### src/core/ctlrr_pkg.sv
// constants shared by the crt timing generator and its cursor unit
`default_nettype none
package ctlrr_pkg;
    // ------------------------------------------------------------
    // character clock
    // ------------------------------------------------------------
    localparam int CHAR_DIV_DEF = 11;            // 40 MHz / 11, about 3.6 MHz character rate
    // ------------------------------------------------------------
    // counter widths
    // ------------------------------------------------------------
    localparam int HW  = 8;                      // horizontal character counter
    localparam int RW  = 5;                      // raster within a row
    localparam int VW  = 7;                      // character row counter
    localparam int AW  = 14;                     // refresh memory address
    localparam int AHW = 6;                      // high start/cursor address byte
    localparam int SWW = 4;                      // one sync width nibble
    // ------------------------------------------------------------
    // field positions in the packed settings
    // ------------------------------------------------------------
    localparam int HSW_LSB    = 0;               // horizontal sync width nibble
    localparam int VSW_LSB    = 4;               // vertical sync width nibble
    localparam int DSKEW_LSB  = 4;               // display enable skew in scan mode byte
    localparam int CSKEW_LSB  = 6;               // cursor skew in scan mode byte
    localparam int BLINK_LSB  = 5;               // blink mode in cursor first line
    localparam int CSTART_LSB = 0;               // first cursor raster
    // ------------------------------------------------------------
    // values after reset
    // ------------------------------------------------------------
    localparam logic [AW-1:0] ADDR_RST  = 14'h0000;
    localparam logic [4:0]    BLINK_RST = 5'h00;
    localparam logic [4:0]    SW_ZERO_WIDTH = 5'h10;  // zero nibble means sixteen
    // blink modes
    localparam logic [1:0] BLINK_STEADY = 2'h0;
    localparam logic [1:0] BLINK_OFF    = 2'h1;
    localparam logic [1:0] BLINK_FAST   = 2'h2;
    localparam logic [1:0] SKEW_NONE    = 2'h3;  // skew code that suppresses the output
    // vertical sequencer states
    typedef enum logic [1:0] {
        ST_ROWS   = 2'b01,
        ST_ADJUST = 2'b10
    } ctlrr_state_t;
endpackage : ctlrr_pkg
`default_nettype wire

### src/core/ctlrr_cur_if.sv
// link between the timing core and the cursor unit
`default_nettype none
interface ctlrr_cur_if;
    logic       tick_field;   // one pulse per completed field
    logic [4:0] raster;       // raster within current row
    logic       addr_hit;     // memory address equals cursor address in display
    logic [6:0] first_line;   // blink mode and first cursor raster
    logic [4:0] last_line;    // last cursor raster
    logic       cursor_on;    // cursor video before skew
    modport timing (output tick_field, raster, addr_hit, first_line, last_line, input cursor_on);
    modport cursor (input tick_field, raster, addr_hit, first_line, last_line, output cursor_on);
endinterface : ctlrr_cur_if
`default_nettype wire

### src/core/ctlrr_cursor.sv
// cursor raster window and blink counter
`default_nettype none
module ctlrr_cursor
    import ctlrr_pkg::*;
(
    // clock and reset
    input  wire logic  i_clk,
    input  wire logic  i_rst,
    // link to timing core
    ctlrr_cur_if.cursor cif
);
    logic [4:0] blink;
    logic [4:0] next_blink;
    logic       in_window;
    logic       phase_ok;

    // ------------------------------------------------------------
    // blink counter, one step per field
    // ------------------------------------------------------------
    always_comb begin
        next_blink = blink;
        if (cif.tick_field) begin
            next_blink = 5'(blink + 5'h01);
        end
    end

    always_ff @(posedge i_clk) begin
        if (i_rst) begin
            blink <= BLINK_RST;
        end else begin
            blink <= next_blink;
        end
    end

    // ------------------------------------------------------------
    // window compares read live settings, so a write in the last
    // character time can make the cursor jitter for a raster
    // ------------------------------------------------------------
    always_comb begin
        in_window = (cif.raster >= cif.first_line[CSTART_LSB +: 5]) &&
                    (cif.raster <= cif.last_line);
        case (cif.first_line[BLINK_LSB +: 2])
            BLINK_STEADY: phase_ok = 1'b1;
            BLINK_OFF:    phase_ok = 1'b0;
            BLINK_FAST:   phase_ok = blink[3];       // 16 field period
            default:      phase_ok = blink[4];       // 32 field period
        endcase
        cif.cursor_on = cif.addr_hit && in_window && phase_ok;
    end
endmodule : ctlrr_cursor
`default_nettype wire

### src/core/ctlrr_timing.sv
// raster crt timing generator that follows live setting rewrites
`default_nettype none
// Overview of operation
// - horizontal total write acts at once
// - shown width write may shorten one enable
// - sync position write may misplace sync
// - width write may cut running pulse short
// - adjust write at line end may skip
// - row count write blanks rest of field
// - raster count written only while idle
// - cursor line write may jitter cursor
// - start address taken at field end
// - split start write gives mixed address
// - cursor address best written in retrace
// - split cursor write gives mixed address
// - new settings fully apply next field
// - first field blank, addresses from zero
module ctlrr_timing
    import ctlrr_pkg::*;
#(
    parameter int CHAR_DIV = CHAR_DIV_DEF
) (
    // clock and reset
    input  wire logic                      i_clk,
    input  wire logic                      i_rst,
    // timing settings, driven live by the host
    input  wire logic [ctlrr_pkg::HW-1:0]  i_horiz_total_reg,
    input  wire logic [ctlrr_pkg::HW-1:0]  i_horiz_shown_reg,
    input  wire logic [ctlrr_pkg::HW-1:0]  i_horiz_sync_pos_reg,
    input  wire logic [7:0]                i_sync_pulse_width_reg,
    input  wire logic [ctlrr_pkg::VW-1:0]  i_vert_total_reg,
    input  wire logic [4:0]                i_vert_adjust_reg,
    input  wire logic [ctlrr_pkg::VW-1:0]  i_vert_shown_reg,
    input  wire logic [ctlrr_pkg::VW-1:0]  i_vert_sync_pos_reg,
    input  wire logic [7:0]                i_scan_mode_skew_reg,
    input  wire logic [4:0]                i_rasters_per_row_reg,
    // cursor and origin settings
    input  wire logic [6:0]                i_cursor_first_line_reg,
    input  wire logic [4:0]                i_cursor_last_line_reg,
    input  wire logic [ctlrr_pkg::AHW-1:0] i_origin_addr_high_reg,
    input  wire logic [7:0]                i_origin_addr_low_reg,
    input  wire logic [ctlrr_pkg::AHW-1:0] i_cursor_addr_high_reg,
    input  wire logic [7:0]                i_cursor_addr_low_reg,
    // display and memory outputs
    output logic                           o_display_enable_out,
    output logic                           o_cursor_video_out,
    output logic                           o_hsync,
    output logic                           o_vsync,
    output logic [ctlrr_pkg::AW-1:0]       o_memory_row_address,
    output logic [4:0]                     o_raster_line_address,
    output logic                           o_char_tick
);
    import ctlrr_pkg::*;

    // ------------------------------------------------------------
    // elaboration checks
    // ------------------------------------------------------------
    if (CHAR_DIV < 1 || CHAR_DIV > 255) begin : g_bad_div
        $error("CHAR_DIV must lie in 1..255");
    end

    ctlrr_cur_if cif ();

    ctlrr_state_t   state, next_state;
    logic [7:0]     div_cnt, next_div_cnt;
    logic [HW-1:0]  hcnt, next_hcnt;
    logic [RW-1:0]  ras, next_ras;
    logic [VW-1:0]  row, next_row;
    logic [4:0]     adj, next_adj;
    logic [AW-1:0]  ma, next_ma, ma_row, next_ma_row;
    logic [SWW-1:0] hsw_cnt, next_hsw_cnt, vsw_cnt, next_vsw_cnt;
    logic           hsync, next_hsync, vsync, next_vsync;
    logic           vkill, next_vkill, first_field, next_first_field;
    logic [VW-1:0]  vshown_prev;
    logic [2:0]     de_pipe, next_de_pipe, cur_pipe, next_cur_pipe;
    logic           next_de_out, next_cur_out;
    logic           tick, line_end, last_ras, last_row, adj_done, field_end;
    logic           de_raw, row_step;
    logic [4:0]     h_width, v_width;
    logic [AW-1:0]  origin, cursor_addr;

    // zero nibble means the longest pulse of sixteen
    function automatic logic [4:0] sync_width(input logic [SWW-1:0] nib);
        return (nib == 4'h0) ? SW_ZERO_WIDTH : {1'b0, nib};
    endfunction : sync_width

    // picks the undelayed or a delayed copy; the top code blanks the output
    function automatic logic skew_pick(input logic now, input logic [2:0] pipe, input logic [1:0] code);
        case (code)
            2'h0:    return now;
            2'h1:    return pipe[0];
            2'h2:    return pipe[1];
            default: return 1'b0;
        endcase
    endfunction : skew_pick

    // ------------------------------------------------------------
    // live compares; vshown_prev is the one setting copy, kept only to detect a change
    // ------------------------------------------------------------
    always_comb begin
        tick        = (div_cnt == 8'(CHAR_DIV - 1));
        line_end    = (hcnt >= i_horiz_total_reg);
        last_ras    = (ras >= i_rasters_per_row_reg);
        last_row    = (row >= i_vert_total_reg);
        adj_done    = (6'({1'b0, adj} + 6'h01) >= {1'b0, i_vert_adjust_reg});
        row_step    = (state == ST_ROWS) && last_ras;
        // adjust value is read in the last character time only
        field_end   = line_end && ((row_step && last_row && (i_vert_adjust_reg == 5'h00)) ||
                      ((state == ST_ADJUST) && adj_done));
        h_width     = sync_width(i_sync_pulse_width_reg[HSW_LSB +: SWW]);
        v_width     = sync_width(i_sync_pulse_width_reg[VSW_LSB +: SWW]);
        origin      = {i_origin_addr_high_reg, i_origin_addr_low_reg};
        cursor_addr = {i_cursor_addr_high_reg, i_cursor_addr_low_reg};
        de_raw      = (hcnt < i_horiz_shown_reg) && (state == ST_ROWS) &&
                      (row < i_vert_shown_reg) && !vkill;
    end

    // ------------------------------------------------------------
    // divider steps each clock; other counters and sync step once per character time
    // ------------------------------------------------------------
    always_comb begin
        next_div_cnt     = tick ? 8'h00 : 8'(div_cnt + 8'h01);
        next_state       = state;
        next_hcnt        = hcnt;
        next_ras         = ras;
        next_row         = row;
        next_adj         = adj;
        next_ma          = ma;
        next_ma_row      = ma_row;
        next_hsync       = hsync;
        next_hsw_cnt     = hsw_cnt;
        next_vsync       = vsync;
        next_vsw_cnt     = vsw_cnt;
        next_first_field = first_field;
        // a changed row count blanks until the field ends; the change wins
        next_vkill       = vkill;
        if (tick && field_end) begin
            next_vkill = 1'b0;
        end
        if (i_vert_shown_reg != vshown_prev) begin
            next_vkill = 1'b1;
        end
        if (tick) begin
            next_hcnt = line_end ? '0 : 8'(hcnt + 8'h01);
            next_ma   = 14'(ma + 14'h0001);
            if (line_end) begin
                if (field_end) begin
                    // origin is sampled only in the last raster of a field
                    next_ma          = origin;
                    next_ma_row      = origin;
                    next_ras         = '0;
                    next_row         = '0;
                    next_adj         = '0;
                    next_state       = ST_ROWS;
                    next_first_field = 1'b0;
                end else if (row_step) begin
                    next_ma_row = 14'(ma_row + {6'h00, i_horiz_shown_reg});
                    next_ma     = next_ma_row;
                    next_ras    = '0;
                    if (last_row) begin
                        next_state = ST_ADJUST;
                    end else begin
                        next_row = 7'(row + 7'h01);
                    end
                end else begin
                    next_ma = ma_row;
                    if (state == ST_ADJUST) begin
                        next_adj = 5'(adj + 5'h01);
                    end else begin
                        next_ras = 5'(ras + 5'h01);
                    end
                end
            end
            // horizontal sync: start on position, end when the live width is met
            if (hcnt == i_horiz_sync_pos_reg) begin
                next_hsync   = 1'b1;
                next_hsw_cnt = '0;
            end else if (hsync) begin
                next_hsw_cnt = 4'(hsw_cnt + 4'h1);
                if (5'({1'b0, hsw_cnt} + 5'h01) >= h_width) begin
                    next_hsync = 1'b0;
                end
            end
            // vertical sync counted in whole lines
            if ((hcnt == '0) && (ras == '0) && (state == ST_ROWS) &&
                (row == i_vert_sync_pos_reg) && !vsync) begin
                next_vsync   = 1'b1;
                next_vsw_cnt = '0;
            end else if (vsync && line_end) begin
                next_vsw_cnt = 4'(vsw_cnt + 4'h1);
                if (5'({1'b0, vsw_cnt} + 5'h01) >= v_width) begin
                    next_vsync = 1'b0;
                end
            end
        end
    end

    // ------------------------------------------------------------
    // skew pipes and output values; skew bits are trusted static
    // ------------------------------------------------------------
    always_comb begin
        next_de_pipe  = de_pipe;
        next_cur_pipe = cur_pipe;
        next_de_out   = o_display_enable_out;
        next_cur_out  = o_cursor_video_out;
        if (tick) begin
            next_de_pipe  = {de_pipe[1:0], de_raw};
            next_cur_pipe = {cur_pipe[1:0], cif.cursor_on};
            // first field after reset shows neither display nor cursor
            next_de_out   = !first_field &&
                            skew_pick(de_raw, de_pipe, i_scan_mode_skew_reg[DSKEW_LSB +: 2]);
            next_cur_out  = !first_field &&
                            skew_pick(cif.cursor_on, cur_pipe, i_scan_mode_skew_reg[CSKEW_LSB +: 2]);
        end
    end

    // ------------------------------------------------------------
    // registers
    // ------------------------------------------------------------
    always_ff @(posedge i_clk) begin
        if (i_rst) begin
            state                <= ST_ROWS;
            div_cnt              <= 8'h00;
            hcnt                 <= '0;
            ras                  <= '0;
            row                  <= '0;
            adj                  <= '0;
            ma                   <= ADDR_RST;
            ma_row               <= ADDR_RST;
            hsync                <= 1'b0;
            hsw_cnt              <= '0;
            vsync                <= 1'b0;
            vsw_cnt              <= '0;
            vkill                <= 1'b0;
            first_field          <= 1'b1;
            vshown_prev          <= '0;
            de_pipe              <= 3'h0;
            cur_pipe             <= 3'h0;
            o_display_enable_out <= 1'b0;
            o_cursor_video_out   <= 1'b0;
        end else begin
            state                <= next_state;
            div_cnt              <= next_div_cnt;
            hcnt                 <= next_hcnt;
            ras                  <= next_ras;
            row                  <= next_row;
            adj                  <= next_adj;
            ma                   <= next_ma;
            ma_row               <= next_ma_row;
            hsync                <= next_hsync;
            hsw_cnt              <= next_hsw_cnt;
            vsync                <= next_vsync;
            vsw_cnt              <= next_vsw_cnt;
            vkill                <= next_vkill;
            first_field          <= next_first_field;
            vshown_prev          <= i_vert_shown_reg;
            de_pipe              <= next_de_pipe;
            cur_pipe             <= next_cur_pipe;
            o_display_enable_out <= next_de_out;
            o_cursor_video_out   <= next_cur_out;
        end
    end

    // ------------------------------------------------------------
    // cursor unit; address compared live, so retrace writes are safest
    // ------------------------------------------------------------
    assign cif.tick_field = tick && field_end;
    assign cif.raster     = ras;
    assign cif.addr_hit   = de_raw && (ma == cursor_addr);
    assign cif.first_line = i_cursor_first_line_reg;
    assign cif.last_line  = i_cursor_last_line_reg;

    ctlrr_cursor u_cursor (
        .i_clk (i_clk),
        .i_rst (i_rst),
        .cif   (cif.cursor)
    );

    assign o_hsync               = hsync;
    assign o_vsync               = vsync;
    assign o_memory_row_address  = ma;
    assign o_raster_line_address = ras;
    assign o_char_tick           = tick;
endmodule : ctlrr_timing
`default_nettype wire

### config.mk
export PLATFORM = sky130hd
export DESIGN_NAME = ctlrr_timing
export DESIGN_NICKNAME = d
export VERILOG_FILES = /design/src/core/ctlrr_pkg.sv /design/src/core/ctlrr_cur_if.sv /design/src/core/ctlrr_cursor.sv /design/src/core/ctlrr_timing.sv
export SDC_FILE = /design/constraint.sdc
export NUM_CORES = 1
export LEC_CHECK = 0
export ABC_AREA = 1
export BUFFER_PORTS_ARGS = -buffer_cell sky130_fd_sc_hd__buf_2
export CAP_MARGIN = 20
export CORE_MARGIN = 1.5
export CORE_UTILIZATION = 50
export CTS_CLUSTER_SIZE = 16
export DETAILED_ROUTE_END_ITERATION = 8
export GPL_ROUTABILITY_DRIVEN = 0
export GPL_TIMING_DRIVEN = 0
export HOLD_SLACK_MARGIN = 0.15
export PLACE_DENSITY = 0.75
export SYNTH_ARGS = -nofsm -noshare
export SYNTH_HDL_FRONTEND = slang
export SYNTH_SLANG_ARGS = --single-unit
export TNS_END_PERCENT = 1
### constraint.sdc
create_clock -name i_clk -period 2.22 [get_ports i_clk]
set_input_delay 0.555 -clock i_clk [delete_from_list [all_inputs] [get_ports i_clk]]
set_output_delay 0.555 -clock i_clk [all_outputs]
set_load 0.005 [all_outputs]
==> results of run 1 <==
[per-layer routing]
| metal | up-vias | share of wire | track usage | wire length, um |
|---|---|---|---|---|
| met2 | 234 | 0.48 | 0.463 | 9520 |
| met4 | 0 | 0.020 | 0.0904 | 405 |
| met3 | 33 | 0.066 | 0.0360 | 1320 |
| met1 | 3317 | 0.44 | 0.350 | 8680 |
| met5 | - | 0 | 0 | 0 |
| li1 | 3720 | - | - | - |
[kinds of logic after synthesis]
logic type,share of synthesized area
simple gates,0.291
buf+inv,0.110
compound gates,0.133
flops,0.263
fa+ha+maj,0.141
xor+xnor,0.0619
[stage by stage]
| stage | total power [W] | hold WS (ns) |
|---|---|---|
| after global routing | 0.00393 | 0.471 |
| after CTS | 0.00381 | 0.452 |
| after floorplan | 0.00192 | 0.419 |
| after detailed placement | 0.00210 | 0.444 |
| after global placement | 0.00209 | 0.434 |
| final | 0.00382 | 0.450 |
[sequential cells by signal, indices dropped and copies added (netlist names), 4 cells and up]
signal,count
ma_row,14
o_memory_row_address,14
div_cnt,8
hcnt,8
row,7
vshown_prev,7
adj,5
o_raster_line_address,5
u_cursor.blink,5
hsw_cnt,4
vsw_cnt,4
[power by group through the flow]
| stage | clock network (W) | registers (W) | logic (W) |
|---|---|---|---|
| 2_1_floorplan | 0 | 0.00172 | 0.000199 |
| 3_3_place_gp | 0 | 0.00173 | 0.000364 |
| 3_5_place_dp | 0 | 0.00173 | 0.000372 |
| 4_1_cts | 0.00174 | 0.00169 | 0.000379 |
| 5_1_grt | 0.00181 | 0.00169 | 0.000433 |
| 6_report | 0.00175 | 0.00169 | 0.000386 |
[critical path: stages, from the launching register on]
cell and delay, ns:
dfxtp_4 0.39, ha_4 0.18, nand3_4 0.08, xnor2_2 0.15
ha_1 0.33, nand3_1 0.12, nand4_1 0.17, nand2_4 0.16
nand2_8 0.11, nand2_8 0.11, buf_8 0.15, nand2_2 0.05
o211ai_1 0.12, nand2_1 0.10
[area by class of cell]
type	count	area [um2]
buffer	23	153
clock buffer	10	239
clock inverter	6	93.8
fill	1239	5050
inverter	174	661
multi-input combinational	752	4730
sequential	93	1880
tap	180	225
timing repair buffer	146	795
[repair_timing]
item	CTS	global route
buffers inserted	11	2
gates resized for setup	53	52
pin swaps	30	25
endpoints found under the setup margin	66	67
cloned	0	1
[final timing paths]
path / startpoint / to / slack, ns
max reg2reg: adj[0] / o_memory_row_address[11] / -0.11
min: i_vert_shown_reg[2] / vshown_prev[2] / 0.45
min reg2reg: o_display_enable_out / o_display_enable_out / 0.45
max: adj[0] / o_memory_row_address[11] / -0.11
[synth_stat cells (all sizes together)]
cell type and number:
a31o 1, o211ai 2, nand2 231, a21boi 1, nor3b 3, inv 174
clkbuf 14, o21ai 49, ha 78, dfxtp 93, a21o 2, o22ai 7
o2111ai 2, xnor2 24, a21oi 87, buf 9, a22o 1, nor2 87
o21a 1, o21bai 5, nor4 6, or2 4, fa 1, o31ai 1
xor2 26, o221ai 1, nor3 18, nand3b 7, a221oi 1, nand3 70
a31oi 1, nand4 34, or3 1
==> run metrics, run 1 <==
Core ar. 0.0138 mm2; post-synth top area share 0.263; sequential element share of the synthesized area 0.263; # clock sinks 93; diode count 0; via count 7304; Mapped Area approximately 0.007 mm2; P_sw 0.000952 W; fin nets between 1000 and 1500; DRC violations left 0; layout cells sized above 1 0.231; Sequential Power Share 0.441; Internal 0.00287 W; Reg2Reg Depth 13; switch share 0.249; CTS Buf Count 9; total negative slack -2.61 ns; Hold/Removal Path Class primary input to flip-flop; Hold-fix buffers, CTS 0; Mapped Cells about 1000; placed inst area slightly below 0.008 mm2; DR pass1 iterations 6; worst skew pair latency approximately 0.36 ns; most frequent cells in the layout nand2_1 (208), inv_1 (163), buf_2 (133); maximum VDD drop around 0.00032 V; total wire length 19.9 mm; Worst Path Required 2.46 ns; worst hold stages 3; DP Worst Slack -0.462 ns; clock share of power 0.458; CTS tree yes; Synth Register Bits 93; Synth cell types 47; vias in the first global route 6715; relative slew slack 0.411; non-filler cells, final 1384; clock tree buffer depth 2; H-tree Lvls 3; final worst-path cycle share 1.05; critical path class flip-flop to flip-flop; Via density 5.28; Crit path arrival time 2.58 ns; Cell Rows 43; RSZ-0062 raised after global routing true; power density over the cells 436 mW/mm2; Worst Setup Slack, final -0.114 ns; dominant cells by area after synthesis dfxtp_1 (26%), ha_1 (14%), nand2_1 (12%); Avg Inst Size Synth 6.79 um2; Slew Limit Fails 0; Total GRT Usage 0.271; CP Max Fanout 10; grt ovf 0; Layout area overhead 24.1%; DR iter-0 viols 497; WL per Instance 14.4 um; number of I/O port buffers ~130; Mapped Nets ~1200; fmax 0.429 GHz; outcome finished with violations; # IOs about 140; Non-Filler Cell Area, Final 0.00877 mm2; final core occ 0.635; die area 0.0149 mm2; largest net degree at the start of global routing 17; clock root cell clkbuf_16; commonest non-fill, non-tap cell in the layout nand2_1; chip width 122 um; Worst-path clk slew 0.07 ns; first-pass GRT wire length 31.6 mm; Initial Util 0.511; failing checks negative setup slack; P_leak 4.31 nW; CP Launch Type flip-flop; die height between 100 and 150 um; Logic pwr share 0.101; hold violation count in the final report 0; post-route ant nets 0; cell taking the most area after synthesis dfxtp_1; fin crit period ~2.3 ns; placed cells 1354; Setup Viol. Count Final 45; Slew @ Worst Pin 0.884 ns; initial antenna violation count 0; final clock skew 0.00972 ns; dpl hpwl 15.3 mm; Worst setup EP type flip-flop; Synth Warn # 0; Max Cap Violations 0
(Power assumes the default switching activity.)
==> run 2, diff against run 1 <==
- GPL_TIMING_DRIVEN: 0 -> unset
==> run 2 against run 1 <==
  * The run still ends with negative setup slack left
  * Non-clock buffer count grew 49
  * Wire length down 4.3%
  * Register-to-register slack got worse by 0.04 ns
  * Worst hold slack improved by 0.00057 ns
  * Worst setup slack lost 0.044 ns
  * Clock skew decreased by 0.0030 ns
==> run metrics, run 2 (synthesized netlist as in run 1, its figures left out) <==
reg2reg setup slack -0.16 ns; # clock sinks 93; total negative slack -5.14 ns; fin crit period around 2.4 ns; Total GRT Usage 0.256; total wire length 19.1 mm; die height 122 um; via count 7382; most frequent cells in the layout nand2_1 (217), inv_1 (168), buf_2 (132); vias in the first global route between 6000 and 7000; H-tree Lvls 3; Initial Util 0.511; commonest non-fill, non-tap cell in the layout nand2_1; die area 0.0149 mm2; hold violation count in the final report 0; placed cells between 1000 and 1500; Setup Viol. Count Final 51; DR iter-0 viols 607; switch share 0.236; met3 wire len 1.18 mm; diode count 0; final core occ 0.657; worst skew pair latency 0.35 ns; Critical Path Start adj[1]; outcome finished with violations; Cell Rows 43; Sequential Power Share 0.429; # IOs 137; metal2 WL 8.93 mm; chip width 122 um; WL per Instance 13.3 um; post-route ant nets 0; max layer used met4; crit path capture o_memory_row_address[3]; Crit path arrival time roughly 2.7 ns; largest net degree at the start of global routing 58; P_sw 0.000928 W; final worst-path cycle share 1.07; layout cells sized above 1 0.244; clock share of power 0.470; clock root cell clkbuf_16; relative slew slack 0.688; Reg2Reg Depth 13; Internal 0.00301 W; CP Max Fanout 8; fin nets 1440; Layout area overhead 28.5%; Worst setup EP type flip-flop; met1 wire length 8.40 mm; Worst Path Required 2.50 ns; DRC violations left 0; RSZ-0062 raised after global routing true; Slew @ Worst Pin roughly 0.47 ns; fmax 0.421 GHz; dpl hpwl 15.0 mm; power density over the cells 433 mW/mm2; CP Launch Type flip-flop; Logic pwr share 0.101; failing checks negative setup slack; Slew Limit Fails 0; RR Startpoint adj[1]; CTS tree yes; Hold/Removal Path Class flip-flop to flip-flop; P_leak about 4.6 nW; CTS Buf Count 9; non-filler cells, final 1433; first-pass GRT wire length 30.1 mm; total power just under 0.004 W; clock tree buffer depth 2; initial antenna violation count 0; maximum VDD drop around 0.00031 V; Core ar. 0.0138 mm2; DR pass1 iterations 5; Via density 5.15; critical path class flip-flop to flip-flop; number of I/O port buffers 132; final clock skew approximately 0.0067 ns; Worst Setup Slack, final -0.158 ns; Max Cap Violations 0; Worst-path clk slew 0.07 ns; worst flop-to-flop path endpoint o_memory_row_address[3]; grt ovf 0
-- run 2: changes by cell type in the layout (fill, tap and decap cells not counted), moves of 4 or more --
cell / delta
buf_12: +7
dfxtp_1: +7
clkbuf_2: -4
clkbuf_1: -10
nand2_2: -6
nand2_1: +9
buf_4: +65
dfxtp_2: -5
nand3_1: +6
inv_1: +5
-- run 2: how the worst min path moves through the flow --
stage	slack [ns]	end	from	depth (start not counted)
floorplan	0.42	first_field	first_field	2
global placement	0.44	o_display_enable_out	o_display_enable_out	2
detailed placement	0.43	o_display_enable_out	o_display_enable_out	2
CTS	0.45	vshown_prev[0]	i_vert_shown_reg[0]	3
global route	0.46	vshown_prev[2]	i_vert_shown_reg[2]	3
finish	0.45	o_display_enable_out	o_display_enable_out	2
-- run 2: final cells by class --
type                    count  area, um2
repair buffers            218       1410
multi-input cells         752       4580
clock buffers              10        239
flip-flops and latches     93       1870
inverters                 174        656
well taps                 180        225
clock inverters             6        116
fillers                  1198       4740
-- run 2: timing repair --
item / 4_1_cts / 5_1_grt
pin swaps: 2 / 10
gates resized for setup: 13 / 33
setup endpoints to repair: 55 / 56
buffers inserted: 1 / 2
hold buffers: 0 / 0
-- run 2: power groups by stage --
stage / Clock, W / Combinational, W / Sequential, W
floorplan: 0 / 0.000199 / 0.00172
global placement: 0 / 0.000379 / 0.00173
detailed placement: 0 / 0.000388 / 0.00173
CTS: 0.00186 / 0.000391 / 0.00169
global route: 0.00194 / 0.000444 / 0.00169
finish: 0.00185 / 0.000396 / 0.00169
-- run 2: per-stage QoR --
| step | instance area, um2 | setup slack [ns] | hold WS [ns] |
|---|---|---|---|
| after floorplan | 7070 | 0.0539 | 0.419 |
| after global placement | 8540 | -0.243 | 0.435 |
| after detailed placement | 8540 | -0.275 | 0.433 |
| after CTS | 8950 | -0.0897 | 0.450 |
| after global routing | 9090 | -0.262 | 0.460 |
| final | 9090 | -0.158 | 0.450 |
-- run 2: critical path, stage by stage (launching register included) --
cell and delay (ns):
dfxtp_2 0.35, ha_2 0.20, nand3_1 0.12, xnor2_2 0.16
ha_1 0.31, nand4_1 0.10, nand4_1 0.18, nand2_2 0.18
nand2_8 0.11, buf_4 0.15, buf_4 0.12, nand3b_1 0.07
nand3_1 0.11, a21oi_1 0.14
-- run 2: metal layers --
| metal | vias to the layer above | track usage |
|---|---|---|
| met2 | 218 | 0.435 |
| met3 | 44 | 0.0426 |
| met5 | - | 0 |
| met1 | 3315 | 0.325 |
| li1 | 3805 | - |
| met4 | 0 | 0.0956 |
